[config.mk]
export PLATFORM = sky130hd
export DESIGN_NAME = prl_maint
export DESIGN_NICKNAME = d
export VERILOG_FILES = /design/src/prl_pkg.sv /design/src/prl_cw_if.sv /design/src/prl_maint.sv /design/src/prl_cw_detect.sv
export SDC_FILE = /design/constraint.sdc
export NUM_CORES = 1
export LEC_CHECK = 0
export BUFFER_PORTS_ARGS = -buffer_cell sky130_fd_sc_hd__buf_4
export CORE_ASPECT_RATIO = 0.5
export CORE_UTILIZATION = 39
export DETAILED_ROUTE_END_ITERATION = 8
export SLEW_MARGIN = 20
export SYNTH_ARGS = -nofsm -noshare
export SYNTH_HDL_FRONTEND = slang
export SYNTH_SLANG_ARGS = --single-unit
[constraint.sdc]
create_clock -name clock -period 8.4 [get_ports clock]
set_input_delay 2.1 -clock clock [delete_from_list [all_inputs] [get_ports clock]]
set_output_delay 2.1 -clock clock [all_outputs]
set_load 0.01 [all_outputs]
[src/prl_pkg.sv]
// Shared constants for the primary rate report and loopback block
package prl_pkg;
    localparam int ADDR_W = 12;
    localparam int DATA_W = 32;
    localparam logic [11:0] OFF_CTRL = 12'h000;
    localparam logic [11:0] OFF_STATUS = 12'h004;
    localparam logic [11:0] OFF_REPORT = 12'h008;
    localparam logic [11:0] OFF_INT_STAT = 12'h00C;
    localparam logic [11:0] OFF_INT_MASK = 12'h010;
    localparam int CTRL_SRC_SIDE = 0;
    localparam int CTRL_SECTION = 1;
    localparam int CTRL_LINE_EN = 2;
    localparam int CTRL_PAY_EN = 3;
    localparam int CTRL_RPT_EN = 4;
    localparam int CTRL_W = 5;
    localparam logic [CTRL_W-1:0] CTRL_RESET = 5'h00;
    localparam int INT_LINE_UP = 0;
    localparam int INT_PAY_UP = 1;
    localparam int INT_RELEASE = 2;
    localparam int INT_SENT = 3;
    localparam int INT_W = 4;
    localparam logic [INT_W-1:0] INT_RESET = 4'h0;
    localparam int RPT_W = 16;
    localparam logic [RPT_W-1:0] RPT_RESET = 16'h0000;
    localparam int RPT_LB_POS = 11;
    localparam int RPT_N_LO = 8;
    localparam logic [7:0] FLAG_PAT = 8'h7E;
    localparam logic [5:0] SERVICE_POINT_ID_VAL = 6'h0E;
    localparam logic [7:0] CTL_UI = 8'h03;
    localparam logic [15:0] CRC_POLY = 16'h8408;
    localparam logic [15:0] CRC_INIT = 16'hFFFF;
    localparam int RPT_OCTETS = 12;
    localparam int STUFF_RUN = 5;
    localparam logic [7:0] IDLE_GAP = 8'h08;
    localparam logic [7:0] RPT_GAP_MIN = 8'h70;
    localparam logic [7:0] RPT_GAP_MAX = 8'h73;
    typedef enum logic [1:0] {PRL_TX_FLAG, PRL_TX_BODY, PRL_TX_FCS} prl_tx_e;
    typedef enum logic [1:0] {PRL_LP_OFF, PRL_LP_PREP, PRL_LP_ON} prl_lp_e;
endpackage : prl_pkg

[src/prl_cw_if.sv]
// Bit feed and detection result between the maintenance core and a codeword detector
`timescale 1ns/100ps
interface prl_cw_if;
    logic bit_v;
    logic bit_d;
    logic hit;
    modport det (input bit_v, input bit_d, output hit);
    modport mon (output bit_v, output bit_d, input hit);
endinterface : prl_cw_if

[src/prl_maint.sv]
// Performance report source and maintenance loopback control with APB registers
//
// Decided for this implementation: the APB interface to the registers and the placing of the registers.
`timescale 1ns/100ps
module prl_maint #(
    parameter int ACT_LEN = 5,
    parameter logic [15:0] ACT_CODE = 16'h0001,
    parameter int DEACT_LEN = 3,
    parameter logic [15:0] DEACT_CODE = 16'h0001,
    parameter int PAY_LEN = 6,
    parameter logic [15:0] PAY_CODE = 16'h0003,
    parameter int AIS_LEN = 1,
    parameter int CW_HITS = 64,
    parameter int AIS_HITS = 256
) (
    input wire logic clock,
    input wire logic rstn,
    input wire logic [prl_pkg::ADDR_W-1:0] paddr,
    input wire logic psel,
    input wire logic penable,
    input wire logic pwrite,
    input wire logic [prl_pkg::DATA_W-1:0] pwdata,
    output logic [prl_pkg::DATA_W-1:0] prdata,
    output logic pready,
    output logic pslverr,
    output logic irq,
    input wire logic bit_stb,
    input wire logic rx_bit,
    input wire logic rx_fbit,
    input wire logic loc_bit,
    output logic line_tx_bit,
    output logic fwd_bit,
    input wire logic dl_req,
    output logic dl_bit,
    input wire logic dl_rx_valid,
    input wire logic dl_rx_bit,
    input wire logic one_sec,
    output logic line_loop,
    output logic payload_loop
);
    generate
        if (CW_HITS < 1 || AIS_HITS < 1) begin : g_bad
            $error("prl_maint detection counts must be positive");
        end
    endgenerate

    logic [prl_pkg::CTRL_W-1:0] ctrl_r;
    logic [prl_pkg::RPT_W-1:0] rpt_r;
    logic [prl_pkg::INT_W-1:0] ist_r;
    logic [prl_pkg::INT_W-1:0] imask_r;
    logic [prl_pkg::INT_W-1:0] ev;
    logic [prl_pkg::DATA_W-1:0] prdata_r;
    logic pready_r;
    logic pslverr_r;
    logic irq_r;
    logic wr_acc;
    logic acc;
    logic mapped;

    // Register bus: answer in the second access cycle
    assign acc = psel && penable && !pready_r;
    assign wr_acc = psel && penable && pready_r && pwrite;
    assign mapped = (paddr == prl_pkg::OFF_CTRL) || (paddr == prl_pkg::OFF_STATUS) ||
        (paddr == prl_pkg::OFF_REPORT) || (paddr == prl_pkg::OFF_INT_STAT) ||
        (paddr == prl_pkg::OFF_INT_MASK);

    // Codeword detectors on the received line stream
    prl_cw_if act_if ();
    prl_cw_if deact_if ();
    prl_cw_if pay_if ();
    prl_cw_if ais_if ();
    assign act_if.bit_v = bit_stb;
    assign act_if.bit_d = rx_bit;
    assign deact_if.bit_v = bit_stb;
    assign deact_if.bit_d = rx_bit;
    assign pay_if.bit_v = bit_stb;
    assign pay_if.bit_d = rx_bit;
    assign ais_if.bit_v = bit_stb;
    assign ais_if.bit_d = rx_bit;

    prl_cw_detect #(.LEN(ACT_LEN), .CODE(ACT_CODE), .HITS(CW_HITS)) u_act (
        .clock(clock), .rstn(rstn), .cw(act_if.det));
    prl_cw_detect #(.LEN(DEACT_LEN), .CODE(DEACT_CODE), .HITS(CW_HITS)) u_deact (
        .clock(clock), .rstn(rstn), .cw(deact_if.det));
    prl_cw_detect #(.LEN(PAY_LEN), .CODE(PAY_CODE), .HITS(CW_HITS)) u_pay (
        .clock(clock), .rstn(rstn), .cw(pay_if.det));
    prl_cw_detect #(.LEN(AIS_LEN), .CODE(16'h0001), .HITS(AIS_HITS)) u_ais (
        .clock(clock), .rstn(rstn), .cw(ais_if.det));

    // Data link watch for two reports split by unbroken flag idle
    logic [7:0] dl_sh_r;
    logic [7:0] dl_cnt_r;
    logic dl_seen_r;
    logic dl_rel;
    logic dl_flag;
    logic dl_abort;
    logic dl_rpt;
    assign dl_flag = dl_rx_valid && ({dl_rx_bit, dl_sh_r[7:1]} == prl_pkg::FLAG_PAT);
    assign dl_abort = dl_rx_valid && (dl_sh_r[7:1] == 7'h7F) && dl_rx_bit;
    assign dl_rpt = (dl_cnt_r >= prl_pkg::RPT_GAP_MIN - 8'h01) &&
        (dl_cnt_r <= prl_pkg::RPT_GAP_MAX - 8'h01);

    always_ff @(posedge clock or negedge rstn) begin
        if (!rstn) begin
            dl_sh_r <= 8'h00;
            dl_cnt_r <= 8'h00;
            dl_seen_r <= 1'b0;
        end else if (dl_rx_valid) begin
            dl_sh_r <= {dl_rx_bit, dl_sh_r[7:1]};
            if (dl_flag) begin
                dl_cnt_r <= 8'h00;
                if (dl_rpt) begin
                    dl_seen_r <= 1'b1;
                end else if (dl_cnt_r != prl_pkg::IDLE_GAP - 8'h01) begin
                    dl_seen_r <= 1'b0;
                end
            end else begin
                if (dl_cnt_r != 8'hFF) begin
                    dl_cnt_r <= dl_cnt_r + 8'h01;
                end
                if (dl_abort) begin
                    dl_seen_r <= 1'b0;
                end
            end
        end
    end
    assign dl_rel = dl_flag && dl_rpt && dl_seen_r;

    // Loopback state; software arms the options and disarming drops them, codewords switch them on, codewords or two link reports switch them off
    prl_pkg::prl_lp_e line_st_r;
    prl_pkg::prl_lp_e pay_st_r;
    logic release_ev;
    assign release_ev = deact_if.hit || ais_if.hit || dl_rel;

    always_ff @(posedge clock or negedge rstn) begin
        if (!rstn) begin
            line_st_r <= prl_pkg::PRL_LP_OFF;
        end else if (release_ev || !ctrl_r[prl_pkg::CTRL_LINE_EN]) begin
            line_st_r <= prl_pkg::PRL_LP_OFF;
        end else begin
            unique case (line_st_r)
                prl_pkg::PRL_LP_OFF: begin
                    if (act_if.hit && pay_st_r == prl_pkg::PRL_LP_OFF) begin
                        line_st_r <= prl_pkg::PRL_LP_PREP;
                    end
                end
                prl_pkg::PRL_LP_PREP: begin
                    if (!act_if.hit) begin
                        line_st_r <= prl_pkg::PRL_LP_ON;
                    end
                end
                prl_pkg::PRL_LP_ON: begin
                    line_st_r <= prl_pkg::PRL_LP_ON;
                end
            endcase
        end
    end

    // Payload loop exists only where this end terminates framing
    always_ff @(posedge clock or negedge rstn) begin
        if (!rstn) begin
            pay_st_r <= prl_pkg::PRL_LP_OFF;
        end else if (release_ev || !ctrl_r[prl_pkg::CTRL_PAY_EN]) begin
            pay_st_r <= prl_pkg::PRL_LP_OFF;
        end else begin
            unique case (pay_st_r)
                prl_pkg::PRL_LP_OFF: begin
                    if (pay_if.hit && line_st_r == prl_pkg::PRL_LP_OFF) begin
                        pay_st_r <= prl_pkg::PRL_LP_PREP;
                    end
                end
                prl_pkg::PRL_LP_PREP: begin
                    if (!pay_if.hit) begin
                        pay_st_r <= prl_pkg::PRL_LP_ON;
                    end
                end
                prl_pkg::PRL_LP_ON: begin
                    pay_st_r <= prl_pkg::PRL_LP_ON;
                end
            endcase
        end
    end

    logic line_on;
    logic pay_on;
    assign line_on = line_st_r == prl_pkg::PRL_LP_ON;
    assign pay_on = pay_st_r == prl_pkg::PRL_LP_ON;

    // Line data path, one bit per strobe
    logic line_tx_r;
    logic fwd_r;
    always_ff @(posedge clock or negedge rstn) begin
        if (!rstn) begin
            line_tx_r <= 1'b1;
            fwd_r <= 1'b1;
        end else if (bit_stb) begin
            if (line_on) begin
                line_tx_r <= rx_bit;
                fwd_r <= 1'b1;
            end else if (pay_on) begin
                // Local framing bit replaces the looped one
                line_tx_r <= rx_fbit ? loc_bit : rx_bit;
                fwd_r <= rx_bit;
            end else begin
                line_tx_r <= loc_bit;
                fwd_r <= rx_bit;
            end
        end
    end

    // Report history: current second and the three before it
    logic [prl_pkg::RPT_W-1:0] hist_r [4];
    logic [1:0] nmod_r;
    logic pend_r;
    logic [prl_pkg::RPT_W-1:0] rpt_word;
    logic sent_ev;
    always_comb begin
        rpt_word = rpt_r;
        rpt_word[prl_pkg::RPT_LB_POS] = pay_on;
        rpt_word[prl_pkg::RPT_N_LO +: 2] = nmod_r;
    end

    prl_pkg::prl_tx_e tx_st_r;
    logic [3:0] oct_idx_r;
    always_ff @(posedge clock or negedge rstn) begin
        if (!rstn) begin
            for (int i = 0; i < 4; i++) begin
                hist_r[i] <= prl_pkg::RPT_RESET;
            end
            nmod_r <= 2'h0;
        end else if (one_sec && ctrl_r[prl_pkg::CTRL_RPT_EN] && tx_st_r ==
            prl_pkg::PRL_TX_FLAG) begin
            hist_r[0] <= rpt_word;
            for (int i = 1; i < 4; i++) begin
                hist_r[i] <= hist_r[i-1];
            end
            nmod_r <= nmod_r + 2'h1;
        end
    end

    // Octets of the frame as sent, least significant bit first; word low byte leads
    logic [7:0] cur_oct;
    logic [1:0] word_sel;
    always_comb begin
        word_sel = 2'((oct_idx_r - 4'h3) >> 1);
        unique case (oct_idx_r)
            4'h0: cur_oct = {prl_pkg::SERVICE_POINT_ID_VAL, ctrl_r[prl_pkg::CTRL_SRC_SIDE], 1'b0};
            4'h1: cur_oct = {6'h00, ctrl_r[prl_pkg::CTRL_SECTION], 1'b1};
            4'h2: cur_oct = prl_pkg::CTL_UI;
            default: cur_oct = oct_idx_r[0] ? hist_r[word_sel][7:0] : hist_r[word_sel][15:8];
        endcase
    end

    // Data link transmitter: flags when idle, report once per second
    logic [2:0] bit_idx_r;
    logic [3:0] fcs_idx_r;
    logic [2:0] ones_r;
    logic [15:0] crc_r;
    logic dl_r;
    logic cur_bit;
    logic [15:0] crc_nxt;
    assign cur_bit = cur_oct[bit_idx_r];
    assign crc_nxt = (crc_r >> 1) ^ ((crc_r[0] ^ cur_bit) ? prl_pkg::CRC_POLY : 16'h0000);

    always_ff @(posedge clock or negedge rstn) begin
        if (!rstn) begin
            pend_r <= 1'b0;
        end else if (one_sec && ctrl_r[prl_pkg::CTRL_RPT_EN] &&
            tx_st_r == prl_pkg::PRL_TX_FLAG) begin
            pend_r <= 1'b1;
        end else if (dl_req && tx_st_r == prl_pkg::PRL_TX_FLAG && bit_idx_r == 3'h7) begin
            pend_r <= 1'b0;
        end
    end

    always_ff @(posedge clock or negedge rstn) begin
        if (!rstn) begin
            tx_st_r <= prl_pkg::PRL_TX_FLAG;
            bit_idx_r <= 3'h0;
            oct_idx_r <= 4'h0;
            fcs_idx_r <= 4'h0;
            ones_r <= 3'h0;
            crc_r <= prl_pkg::CRC_INIT;
            dl_r <= 1'b0;
        end else if (dl_req) begin
            unique case (tx_st_r)
                prl_pkg::PRL_TX_FLAG: begin
                    dl_r <= prl_pkg::FLAG_PAT[bit_idx_r];
                    bit_idx_r <= bit_idx_r + 3'h1;
                    ones_r <= 3'h0;
                    oct_idx_r <= 4'h0;
                    fcs_idx_r <= 4'h0;
                    crc_r <= prl_pkg::CRC_INIT;
                    if (bit_idx_r == 3'h7 && pend_r) begin
                        tx_st_r <= prl_pkg::PRL_TX_BODY;
                    end
                end
                prl_pkg::PRL_TX_BODY: begin
                    if (ones_r == 3'(prl_pkg::STUFF_RUN)) begin
                        dl_r <= 1'b0;
                        ones_r <= 3'h0;
                    end else begin
                        dl_r <= cur_bit;
                        ones_r <= cur_bit ? ones_r + 3'h1 : 3'h0;
                        crc_r <= crc_nxt;
                        bit_idx_r <= bit_idx_r + 3'h1;
                        if (bit_idx_r == 3'h7) begin
                            oct_idx_r <= oct_idx_r + 4'h1;
                            // Opening flag is the first of the fixed-length octets
                            if (oct_idx_r == 4'(prl_pkg::RPT_OCTETS - 2)) begin
                                tx_st_r <= prl_pkg::PRL_TX_FCS;
                            end
                        end
                    end
                end
                prl_pkg::PRL_TX_FCS: begin
                    if (ones_r == 3'(prl_pkg::STUFF_RUN)) begin
                        dl_r <= 1'b0;
                        ones_r <= 3'h0;
                    end else begin
                        dl_r <= ~crc_r[fcs_idx_r];
                        ones_r <= !crc_r[fcs_idx_r] ? ones_r + 3'h1 : 3'h0;
                        fcs_idx_r <= fcs_idx_r + 4'h1;
                        if (fcs_idx_r == 4'hF) begin
                            tx_st_r <= prl_pkg::PRL_TX_FLAG;
                            bit_idx_r <= 3'h0;
                        end
                    end
                end
                default: begin
                    tx_st_r <= prl_pkg::PRL_TX_FLAG;
                end
            endcase
        end
    end
    assign sent_ev = dl_req && tx_st_r == prl_pkg::PRL_TX_FCS && fcs_idx_r == 4'hF &&
        ones_r != 3'(prl_pkg::STUFF_RUN);

    // Interrupt events
    always_comb begin
        ev = '0;
        ev[prl_pkg::INT_LINE_UP] = line_st_r == prl_pkg::PRL_LP_PREP && !act_if.hit &&
            !release_ev && ctrl_r[prl_pkg::CTRL_LINE_EN];
        ev[prl_pkg::INT_PAY_UP] = pay_st_r == prl_pkg::PRL_LP_PREP && !pay_if.hit &&
            !release_ev && ctrl_r[prl_pkg::CTRL_PAY_EN];
        ev[prl_pkg::INT_RELEASE] = release_ev && (line_on || pay_on);
        ev[prl_pkg::INT_SENT] = sent_ev;
    end

    // Registers; a new event wins over a write-one clear
    always_ff @(posedge clock or negedge rstn) begin
        if (!rstn) begin
            ctrl_r <= prl_pkg::CTRL_RESET;
            rpt_r <= prl_pkg::RPT_RESET;
            imask_r <= prl_pkg::INT_RESET;
        end else if (wr_acc) begin
            if (paddr == prl_pkg::OFF_CTRL) begin
                ctrl_r <= pwdata[prl_pkg::CTRL_W-1:0];
            end
            if (paddr == prl_pkg::OFF_REPORT) begin
                rpt_r <= pwdata[prl_pkg::RPT_W-1:0];
            end
            if (paddr == prl_pkg::OFF_INT_MASK) begin
                imask_r <= pwdata[prl_pkg::INT_W-1:0];
            end
        end
    end

    always_ff @(posedge clock or negedge rstn) begin
        if (!rstn) begin
            ist_r <= prl_pkg::INT_RESET;
        end else if (wr_acc && paddr == prl_pkg::OFF_INT_STAT) begin
            ist_r <= (ist_r & ~pwdata[prl_pkg::INT_W-1:0]) | ev;
        end else begin
            ist_r <= ist_r | ev;
        end
    end

    always_ff @(posedge clock or negedge rstn) begin
        if (!rstn) begin
            pready_r <= 1'b0;
            pslverr_r <= 1'b0;
            prdata_r <= '0;
            irq_r <= 1'b0;
        end else begin
            pready_r <= acc;
            pslverr_r <= acc && !mapped;
            irq_r <= |(ist_r & imask_r);
            prdata_r <= '0;
            if (acc && !pwrite) begin
                unique case (paddr)
                    prl_pkg::OFF_CTRL: prdata_r <= 32'(ctrl_r);
                    prl_pkg::OFF_STATUS: prdata_r <= 32'({tx_st_r != prl_pkg::PRL_TX_FLAG,
                        pay_on, pay_st_r == prl_pkg::PRL_LP_PREP,
                        line_on, line_st_r == prl_pkg::PRL_LP_PREP});
                    prl_pkg::OFF_REPORT: prdata_r <= 32'(rpt_r);
                    prl_pkg::OFF_INT_STAT: prdata_r <= 32'(ist_r);
                    prl_pkg::OFF_INT_MASK: prdata_r <= 32'(imask_r);
                    default: prdata_r <= '0;
                endcase
            end
        end
    end

    assign prdata = prdata_r;
    assign pready = pready_r;
    assign pslverr = pslverr_r;
    assign irq = irq_r;
    assign line_tx_bit = line_tx_r;
    assign fwd_bit = fwd_r;
    assign dl_bit = dl_r;
    assign line_loop = line_on;
    assign payload_loop = pay_on;
endmodule : prl_maint

[src/prl_cw_detect.sv]
// Repeating codeword detector on the received line bit stream
`timescale 1ns/100ps
module prl_cw_detect #(
    parameter int LEN = 5,
    parameter logic [15:0] CODE = 16'h0001,
    parameter int HITS = 64
) (
    input wire logic clock,
    input wire logic rstn,
    prl_cw_if.det cw
);
    generate
        if (LEN < 1 || LEN > 16 || HITS < 1 || HITS > 65535) begin : g_bad
            $error("prl_cw_detect parameters out of range");
        end
    endgenerate

    logic [LEN-1:0] hist_r;
    logic [LEN-1:0] win;
    logic [15:0] run_r;
    logic hit_r;
    logic in_code;

    // Cast keeps the newest LEN bits, so a one-bit code needs no slice
    assign win = LEN'({hist_r, cw.bit_d});

    // Window must be some rotation of the codeword, not just any periodic pattern
    always_comb begin
        in_code = 1'b0;
        for (int k = 0; k < LEN; k++) begin
            if (win == LEN'((CODE[LEN-1:0] << k) |
                (CODE[LEN-1:0] >> (LEN - k)))) begin
                in_code = 1'b1;
            end
        end
    end

    always_ff @(posedge clock or negedge rstn) begin
        if (!rstn) begin
            hist_r <= '0;
        end else if (cw.bit_v) begin
            hist_r <= win;
        end
    end

    // Any single miss drops detection; no error tolerance is offered
    always_ff @(posedge clock or negedge rstn) begin
        if (!rstn) begin
            run_r <= 16'h0000;
            hit_r <= 1'b0;
        end else if (cw.bit_v) begin
            if (in_code) begin
                if (run_r != 16'(HITS)) begin
                    run_r <= run_r + 16'h0001;
                end
            end else begin
                run_r <= 16'h0000;
            end
            hit_r <= in_code && (run_r >= 16'(HITS - 1));
        end
    end

    assign cw.hit = hit_r;
endmodule : prl_cw_detect

==> results of run 1 <==
## power by group through the flow
| stage | combinational (uW) | clock (uW) | sequential [uW] |
|---|---|---|---|
| 2_1_floorplan | 416 | 0 | 1350 |
| 3_3_place_gp | 509 | 0 | 1400 |
| 3_5_place_dp | 524 | 0 | 1400 |
| 4_1_cts | 527 | 1160 | 1380 |
| 5_1_grt | 588 | 1200 | 1400 |
| 6_report | 523 | 1120 | 1380 |
## cell usage after synthesis, types with 20 or more instances
cell	n
o21ai_0	43
inv_1	39
nand4_1	20
xor2_1	38
a21oi_1	27
nor3_1	27
ha_1	31
nand2_1	107
clkbuf_1	31
dfrtp_1	225
nor2_1	94
mux2_2	103
nand3_1	44
## cells by family after synthesis
family,count (synthesis)
compound gates,170
xor+xnor,57
fa+ha+maj,31
buf+inv,99
flops,243
mux,126
other cells,1
simple gates,390
## critical path, stage by stage, from the launching register on
cell and delay [ps]:
dfrtp_1 690, inv_1 240, ha_1 830, mux4_1 720, o311ai_2 270, a311oi_2 100, a31oi_4 340, a22oi_4 140
a31oi_1 430, a31oi_1 150
## cell type report
class | count | share of cell area [%]
Sequential cell | 243 | 44.1
Multi-Input combinational cell | 790 | 41.1
Clock buffer | 39 | 5.41
Tap cell | 423 | 3.83
Timing Repair Buffer | 71 | 3.94
Inverter | 39 | 1.06
Clock inverter | 5 | 0.561
## cell usage in the layout, fill, tap and decap left out, drive strengths merged, types with 10 or more instances in the layout
cell type | synthesis | routed
dfrtp | 225 | 225
nand2 | 107 | 107
mux2 | 103 | 103
nor2 | 94 | 94
buf | 29 | 71
o21ai | 47 | 47
nand3 | 44 | 44
inv | 39 | 40
clkbuf | 31 | 39
xor2 | 38 | 38
ha | 31 | 31
nor3 | 28 | 28
a21oi | 28 | 28
nand4 | 20 | 20
xnor2 | 19 | 19
dfstp | 18 | 18
and2 | 17 | 17
or3 | 16 | 16
conb | 1 | 16
and3 | 15 | 15
o22a | 13 | 13
a31oi | 13 | 13
mux4 | 12 | 12
mux2i | 11 | 11
nor2b | 11 | 11
nor4 | 11 | 11
nand2b | 10 | 10
a22o | 10 | 10
## registers in the layout, summed over array words and instances, names as in the netlist, 4 cells and up
signal / count
u_pay.run_r: 16
fcs_idx_r: 4
u_deact.run_r: 16
crc_r: 16
dl_cnt_r: 8
hist_r: 64
dl_sh_r: 7
oct_idx_r: 4
ctrl_r: 5
imask_r: 4
u_act.run_r: 16
rpt_r: 16
u_ais.run_r: 16
ist_r: 4
prdata: 16
## worst paths after layout
kind | cells past startpoint | endpoint | start
worst max-delay path | 9 | dl_bit | oct_idx_r[0]
worst min-delay path | 1 | nmod_r[1] | nmod_r[1]
worst max register to register | 9 | dl_bit | oct_idx_r[0]
worst min register to register | 1 | nmod_r[1] | nmod_r[1]
max in group asynchronous | 2 | irq | rstn
min in group asynchronous | 1 | prdata[13] | rstn
## per-stage QoR
stage,worst slack [ps],hold slack (ps),cells,utilization [%]
after floorplan,4440,443,1132,-
after global placement,3880,461,1566,42.6
after detailed placement,3910,468,1566,42.6
after CTS,4290,480,1610,45.3
after global routing,4060,507,1610,45.3
final,4340,478,1610,45.3
## metal layers
layer	part of all wire, %	global-route usage (%)	vias up	wire (um)
li1	-	-	4057	-
met1	47	20.8	4221	11400
met2	48	26.4	100	11700
met3	2.9	2.73	36	719
met4	2.4	4.14	0	576
met5	0	0	-	0
==> metrics, run 1 <==
ANT nets after route 0; GRT Residual Overflow 0; Die H 127 um; Pins Over Slew Limit 0; Hold Path Class flop to flop; Tmin final 4060 ps; Setup crit end kind flop; total power 3030 uW; fraction of registers with async set/reset 100%; CTS HTree Levels 1; Adder-Cell Fraction of Synth Area 3.19%; XOR/XNOR share of the synthesized area 4.25%; Reg power frac 45.7%; Sw Ratio 28.8%; footprint of the multi-input gates 5680 um^2; area grow syn2layout 13.6%; Fillers 2854; synthesized area 12200 um^2; Power Dens Cells 219 nW/um^2; core area 30500 um^2; Setup Buffers After CTS 0; net switching power 872 uW; clk slew on worst S/H paths 70 ps; leading area contributor after synthesis dfrtp_1; clock buffer depth 3; Worst Path Arrival 4450 ps; status finished, final reports clean; row count 45; clock share of power 37.0%; syn_area_per_cell 10.9 um^2; Yosys reg bits 243; synth unique cells 79; Mapped Cells 1117; Final Skew 21.7 ps; Final Hold Viols 0; Worst-Skew Late Latency 530 ps; Post-Synth Simple-Gate Area 15.6%; Final setup viols 0; global-route wire length before repair 41.6 mm; NumNets Final 1257; Compound-Gate Fraction of Synth Area 10.2%; CTS tree built; largest net degree at the start of global routing 102; Design Area, Final 13800 um^2; Critical Path Fanout Max 16; main area contributors after synthesis dfrtp_1 46%, mux2_2 9.5%, dfstp_2 3.9%; critical path class flop to flop; width of the die 252 um; via count of the first global-routing pass 8500; share of cells above drive strength 1 21.7%; WL final 24.4 mm; via count 8414; number of synthesized flops with an enable pin 0; synth warn 0; fmax 0.246 GHz; mux cell area share after synthesis 12.7%; Least-Margin Pin Slew 928 ps; Post-CTS Resized 0; # hold bufs at CTS 0; ANT cells 0; Max VDD drop 0.152 mV; Period Utilization, post-route 48.3%; Starting DRT DRC Count 477; largest family of logic cells by synthesized area simple AND/OR/NAND/NOR gates; starting density of the core 39.9%; Die ar. 32000 um^2; Placer Congestion 0.821; relative slew slack 38.2%; total track usage 15.6%; clock buffers created by TritonCTS 24; LEAKAGE 0.00633 uW; Reg area 6100 um^2; clk root buf clkbuf_16; DRC Markers 0; RSZ-0062 raised after global routing no; routed length per instance 15.1 um; post-synth top area share 46.2%; startpoint type of the worst setup path flop; PortBufs 64; dpl cell area 13000 um^2; Clock Sinks 243; Post-DP HPWL 16.7 mm; I/O pin count 97; ys flop type dfrtp_1; CP required 8800 ps; Int Power 2160 uW; Max-Cap Viols 0; initial antenna violation count 0; Setup TNS 0 ps; Seq/Total Area, Yosys 50.1%; Worst R2R Setup Slack 4340 ps; Comb pwr share 17.3%; drt first pass iters 5; via-per-instance ratio 5.23
(Power assumes the default switching activity.)
==> run 2, diff against run 1 <==
- clock period: 8.4 -> 4.1 ns (I/O delays scaled with it)
==> run 2 against run 1 <==
Flip-flop and latch count unchanged. Clock power increased by 140%. Worst setup slack got worse by 3500 ps. Global-route usage about the same. Power grew 120%. Die area did not move. Cell count rose by 0.50%. Sequential power up 100%. Critical path depth grew 2. Combinational power is 110% higher. Non-clock buffer count is 9 higher. Core utilization grew 0.68 points. Largest cell class unchanged. Largest power group unchanged.
==> metrics, run 2 (synthesis gave the netlist of run 1 again) <==
status finished, final reports clean; Die ar. 32000 um^2; clock buffer depth 3; routed length per instance 14.9 um; global-route wire length before repair 41.5 mm; PortBufs 64; via count of the first global-routing pass 8417; DRC Markers 0; Final Skew 9.15 ps; clock buffers created by TritonCTS 24; CTS tree built; clk root buf clkbuf_16; Hold Path Class input pin to asynchronous set/reset pin; total track usage 15.6%; commonest cells after routing, fill and taps aside 225 x dfrtp_1, 107 x nand2_1, 103 x mux2_2, 94 x nor2_1, 78 x buf_4; CTS HTree Levels 1; largest net degree at the start of global routing 89; Starting DRT DRC Count 345; startpoint type of the worst setup path flop; max FFs per register 64; RSZ-0062 raised after global routing no; Die H 127 um; I/O pin count 97; clk slew on worst S/H paths 70 ps; area grow syn2layout 15.3%; core area 30500 um^2; Pins Over Slew Limit 0; Placer Congestion 0.814; most common cell after layout, fill and taps aside dfrtp_1; Tmin final 3250 ps; row count 45; critical path class flop to flop; LEAKAGE 0.00645 uW; Worst-Skew Late Latency 530 ps; ANT cells 0; ANT nets after route 0; Place WS 743 ps; CP required 4540 ps; # hold bufs at CTS 0; relative slew slack 44.1%; Post-CTS Resized 0; share of cells above drive strength 1 22.8%; Setup TNS 0 ps; WL final 24.0 mm; via count 8455; Power Dens Cells 470 nW/um^2; Max VDD drop 0.272 mV; Util after Layout 46.0%; Setup crit end kind flop; GRT Residual Overflow 0; Post-DP HPWL 16.7 mm; Final setup viols 0; total power 6600 uW; initial antenna violation count 0; Period Utilization, post-route 79.3%; Final Hold Viols 0; Worst Path Arrival 3690 ps; Max-Cap Viols 0; fmax 0.308 GHz; drt first pass iters 8; Least-Margin Pin Slew 833 ps; Reg2Reg Depth 11; width of the die 252 um; Clock Sinks 243; NumNets Final 1266; setup ws final 848 ps; Setup Buffers After CTS 0; Largest Register hist_r; Hold WS 469 ps; Critical Path Fanout Max 18; via-per-instance ratio 5.23; starting density of the core 39.9%; Fillers 2843
[run 2: worst paths after layout]
kind | startpoint | end | slack [ps]
min reg2reg | rpt_r[11] | prdata[11] | 480
max in group asynchronous | rstn | crc_r[13] | 2650
min in group clock | rpt_r[11] | prdata[11] | 480
max reg2reg | oct_idx_r[0] | ones_r[1] | 850
min | rstn | hist_r[45] | 470
max | oct_idx_r[0] | ones_r[1] | 850
[run 2: stage by stage]
step,cells,instance area (um^2)
5_1_grt,1618,14000
3_5_place_dp,1575,13100
3_3_place_gp,1575,13100
2_1_floorplan,1132,12200
4_1_cts,1618,14000
6_report,1618,14000
[run 2: worst max-delay path, stage by stage, from the launching register on]
cell	delay [ps]
dfrtp_1	380
buf_4	190
ha_1	290
xnor2_4	360
buf_4	320
nand2_1	80
a32o_1	270
a311oi_2	340
a31oi_4	180
a22oi_4	310
a31oi_1	210
o31ai_2	200
[run 2: cell type report]
| type | count | area [um^2] | share of cell area, % |
|---|---|---|---|
| clock buffers | 28 | 667 | 4.75 |
| clock inverters | 15 | 303 | 2.16 |
| inverters | 39 | 146 | 1.04 |
| multi-input cells | 790 | 5670 | 40.4 |
| flip-flops and latches | 243 | 6100 | 43.5 |
| well taps | 423 | 529 | 3.77 |
| repair buffers | 80 | 621 | 4.42 |
[run 2: per-layer routing]
layer | global-route usage, % | vias up | part of all wire (%) | wire [um]
met4 | 3.60 | 0 | 2.0 | 475
met2 | 26.7 | 112 | 49 | 11800
met1 | 20.9 | 4231 | 46 | 11100
li1 | - | 4073 | - | -
met3 | 2.63 | 39 | 3.1 | 745
met5 | 0 | - | 0 | 0
[run 2: power by group]
group	leakage, uW	internal [uW]	switching, uW
Clock	0.000477	1730	947
Sequential	0.00328	2590	230
Combinational	0.00269	475	633
Total	0.00645	4790	1810
==> run 3, diff against run 2 <==
- clock period: 4.1 -> 3 ns (I/O delays scaled with it)
==> run 3 against run 2 <==
Global-route usage rose by 0.16 points. Register-to-register slack worse by 690 ps. Core utilization down 0.053 points. Design area fell by 0.12%. Maximum frequency is 14% higher. Sequential share of layout area increased by 0.051 points. Power rose by 28%. Critical path type unchanged. Largest cell class unchanged.
==> metrics, run 3 (synthesis gave the netlist of run 1 again) <==
status finished, final reports clean; LEAKAGE 0.00644 uW; Setup TNS 0 ps; most common cell after layout, fill and taps aside dfrtp_1; Max VDD drop 0.387 mV; Die H 127 um; routed length per instance 15.0 um; total track usage 15.8%; initial antenna violation count 0; clk slew on worst S/H paths 70 ps; critical path class flop to flop; CP required 3450 ps; CTS HTree Levels 1; via count of the first global-routing pass 8508; via-per-instance ratio 5.22; Placer Congestion 0.813; worst r2r dst crc_r[15]; startpoint type of the worst setup path flop; crit path from oct_idx_r[1]; core area 30500 um^2; Worst Path Arrival 3290 ps; clock buffer depth 3; crit-path cells ha_2 -> xnor2_4 -> buf_12 -> mux4_2 -> o311ai_4 -> a311oi_2 -> a31oi_4 -> o21ai_4 -> and3_1 -> o32a_1; drt first pass iters 5; row count 45; fmax 0.352 GHz; # hold bufs at CTS 0; max FFs per register 64; Worst R2R Setup Slack 160 ps; Starting DRT DRC Count 366; Least-Margin Pin Slew 860 ps; via count 8525; starting density of the core 39.9%; Final setup viols 0; Power Dens Cells 600 nW/um^2; CP max stage delay 440 ps; largest net degree at the start of global routing 65; global-route wire length before repair 42.2 mm; WL final 24.5 mm; PortBufs 64; Max-Cap Viols 0; Cell Count, Final, Fillers Out 1633; Tmin final 2840 ps; commonest cells after routing, fill and taps aside 225 x dfrtp_1, 106 x nand2_1, 103 x mux2_2, 94 x nor2_1, 89 x buf_4; relative slew slack 42.5%; GRT Residual Overflow 0; clock buffers created by TritonCTS 24; Die ar. 32000 um^2; width of the die 252 um; DRC Markers 0; Worst-Skew Late Latency 530 ps; Critical R2R Launch oct_idx_r[1]; Reg2Reg Depth 10; Final Hold Viols 0; area grow syn2layout 15.2%; placed cells 1588; share of cells above drive strength 1 23.8%; CTS tree built; Hold Path Class input pin to asynchronous set/reset pin; clk root buf clkbuf_16; CP top delay family compound AO/OA/AOI/OAI gates; Post-DP HPWL 17.3 mm; Pins Over Slew Limit 0; WP buf/inv 1; CP max stage cell dfrtp_1; NumNets Final 1281; Critical Path Fanout Max 25; ANT cells 0; Final Skew 12.8 ps; I/O pin count 97; Setup crit end kind flop; Clock Sinks 243; ANT nets after route 0; Largest Register hist_r; Period Utilization, post-route 94.8%
## run 3: changes by cell type in the layout (fill, tap and decap cells not counted), moves of 2 or more
cell / change
buf_4: +11
clkbuf_8: -2
clkbuf_1: +5
clkinv_4: +2
inv_6: +2
buf_12: +4
bufinv_16: -8
## run 3: routing by layer
layer / vias up / track usage (%) / part of all wire [%]
met2: 125 / 26.8 / 49
met5: - / 0 / 0
met3: 35 / 2.69 / 3.6
li1: 4102 / - / -
met1: 4263 / 21.1 / 46
met4: 0 / 3.74 / 1.9
## run 3: through the flow
stage	hold WS [ps]	utilization (%)	cell area (um^2)	setup WS (ps)	total power, uW
after global routing	207	45.9	14000	-12.6	8890
after global placement	461	43.3	13200	144	5430
after CTS	185	45.8	14000	16.7	8480
after detailed placement	469	43.3	13200	106	5490
final	164	45.9	14000	157	8420
after floorplan	443	-	12200	179	4950
## run 3: worst register-to-register path, stage by stage (launching register included)
cell,delay [ps]
dfrtp_1,440
ha_2,240
xnor2_4,190
buf_12,200
mux4_2,370
o311ai_4,280
a311oi_2,90
a31oi_4,310
o21ai_4,120
and3_1,210
o32a_1,320
## run 3: how the worst max path moves through the flow
stage / to / slack (ps) / cells past startpoint
finish: crc_r[15] / 160 / 10
global route: crc_r[15] / -10 / 11
CTS: dl_bit / 20 / 10
detailed placement: dl_bit / 110 / 10
global placement: dl_bit / 140 / 9
floorplan: crc_r[15] / 180 / 10
## run 3: report_power, final
group / switching [uW] / leakage (uW) / internal, uW
clock: 1290 / 0.000376 / 1650
sequential: 324 / 0.00328 / 3540
combinational: 896 / 0.00279 / 720
total: 2510 / 0.00644 / 5910
## run 3: what timing repair did
item	4_1_cts	5_1_grt
endpoints found under the setup margin	0	6
buffers inserted	0	2
gates resized for setup	0	7
## run 3: layout make-up
type,instances,area [um^2]
clock buffers,31,658
clock inverters,12,103
fillers,2835,16500
inverters,39,146
multi-input cells,790,5700
flip-flops and latches,243,6100
well taps,423,529
repair buffers,95,783
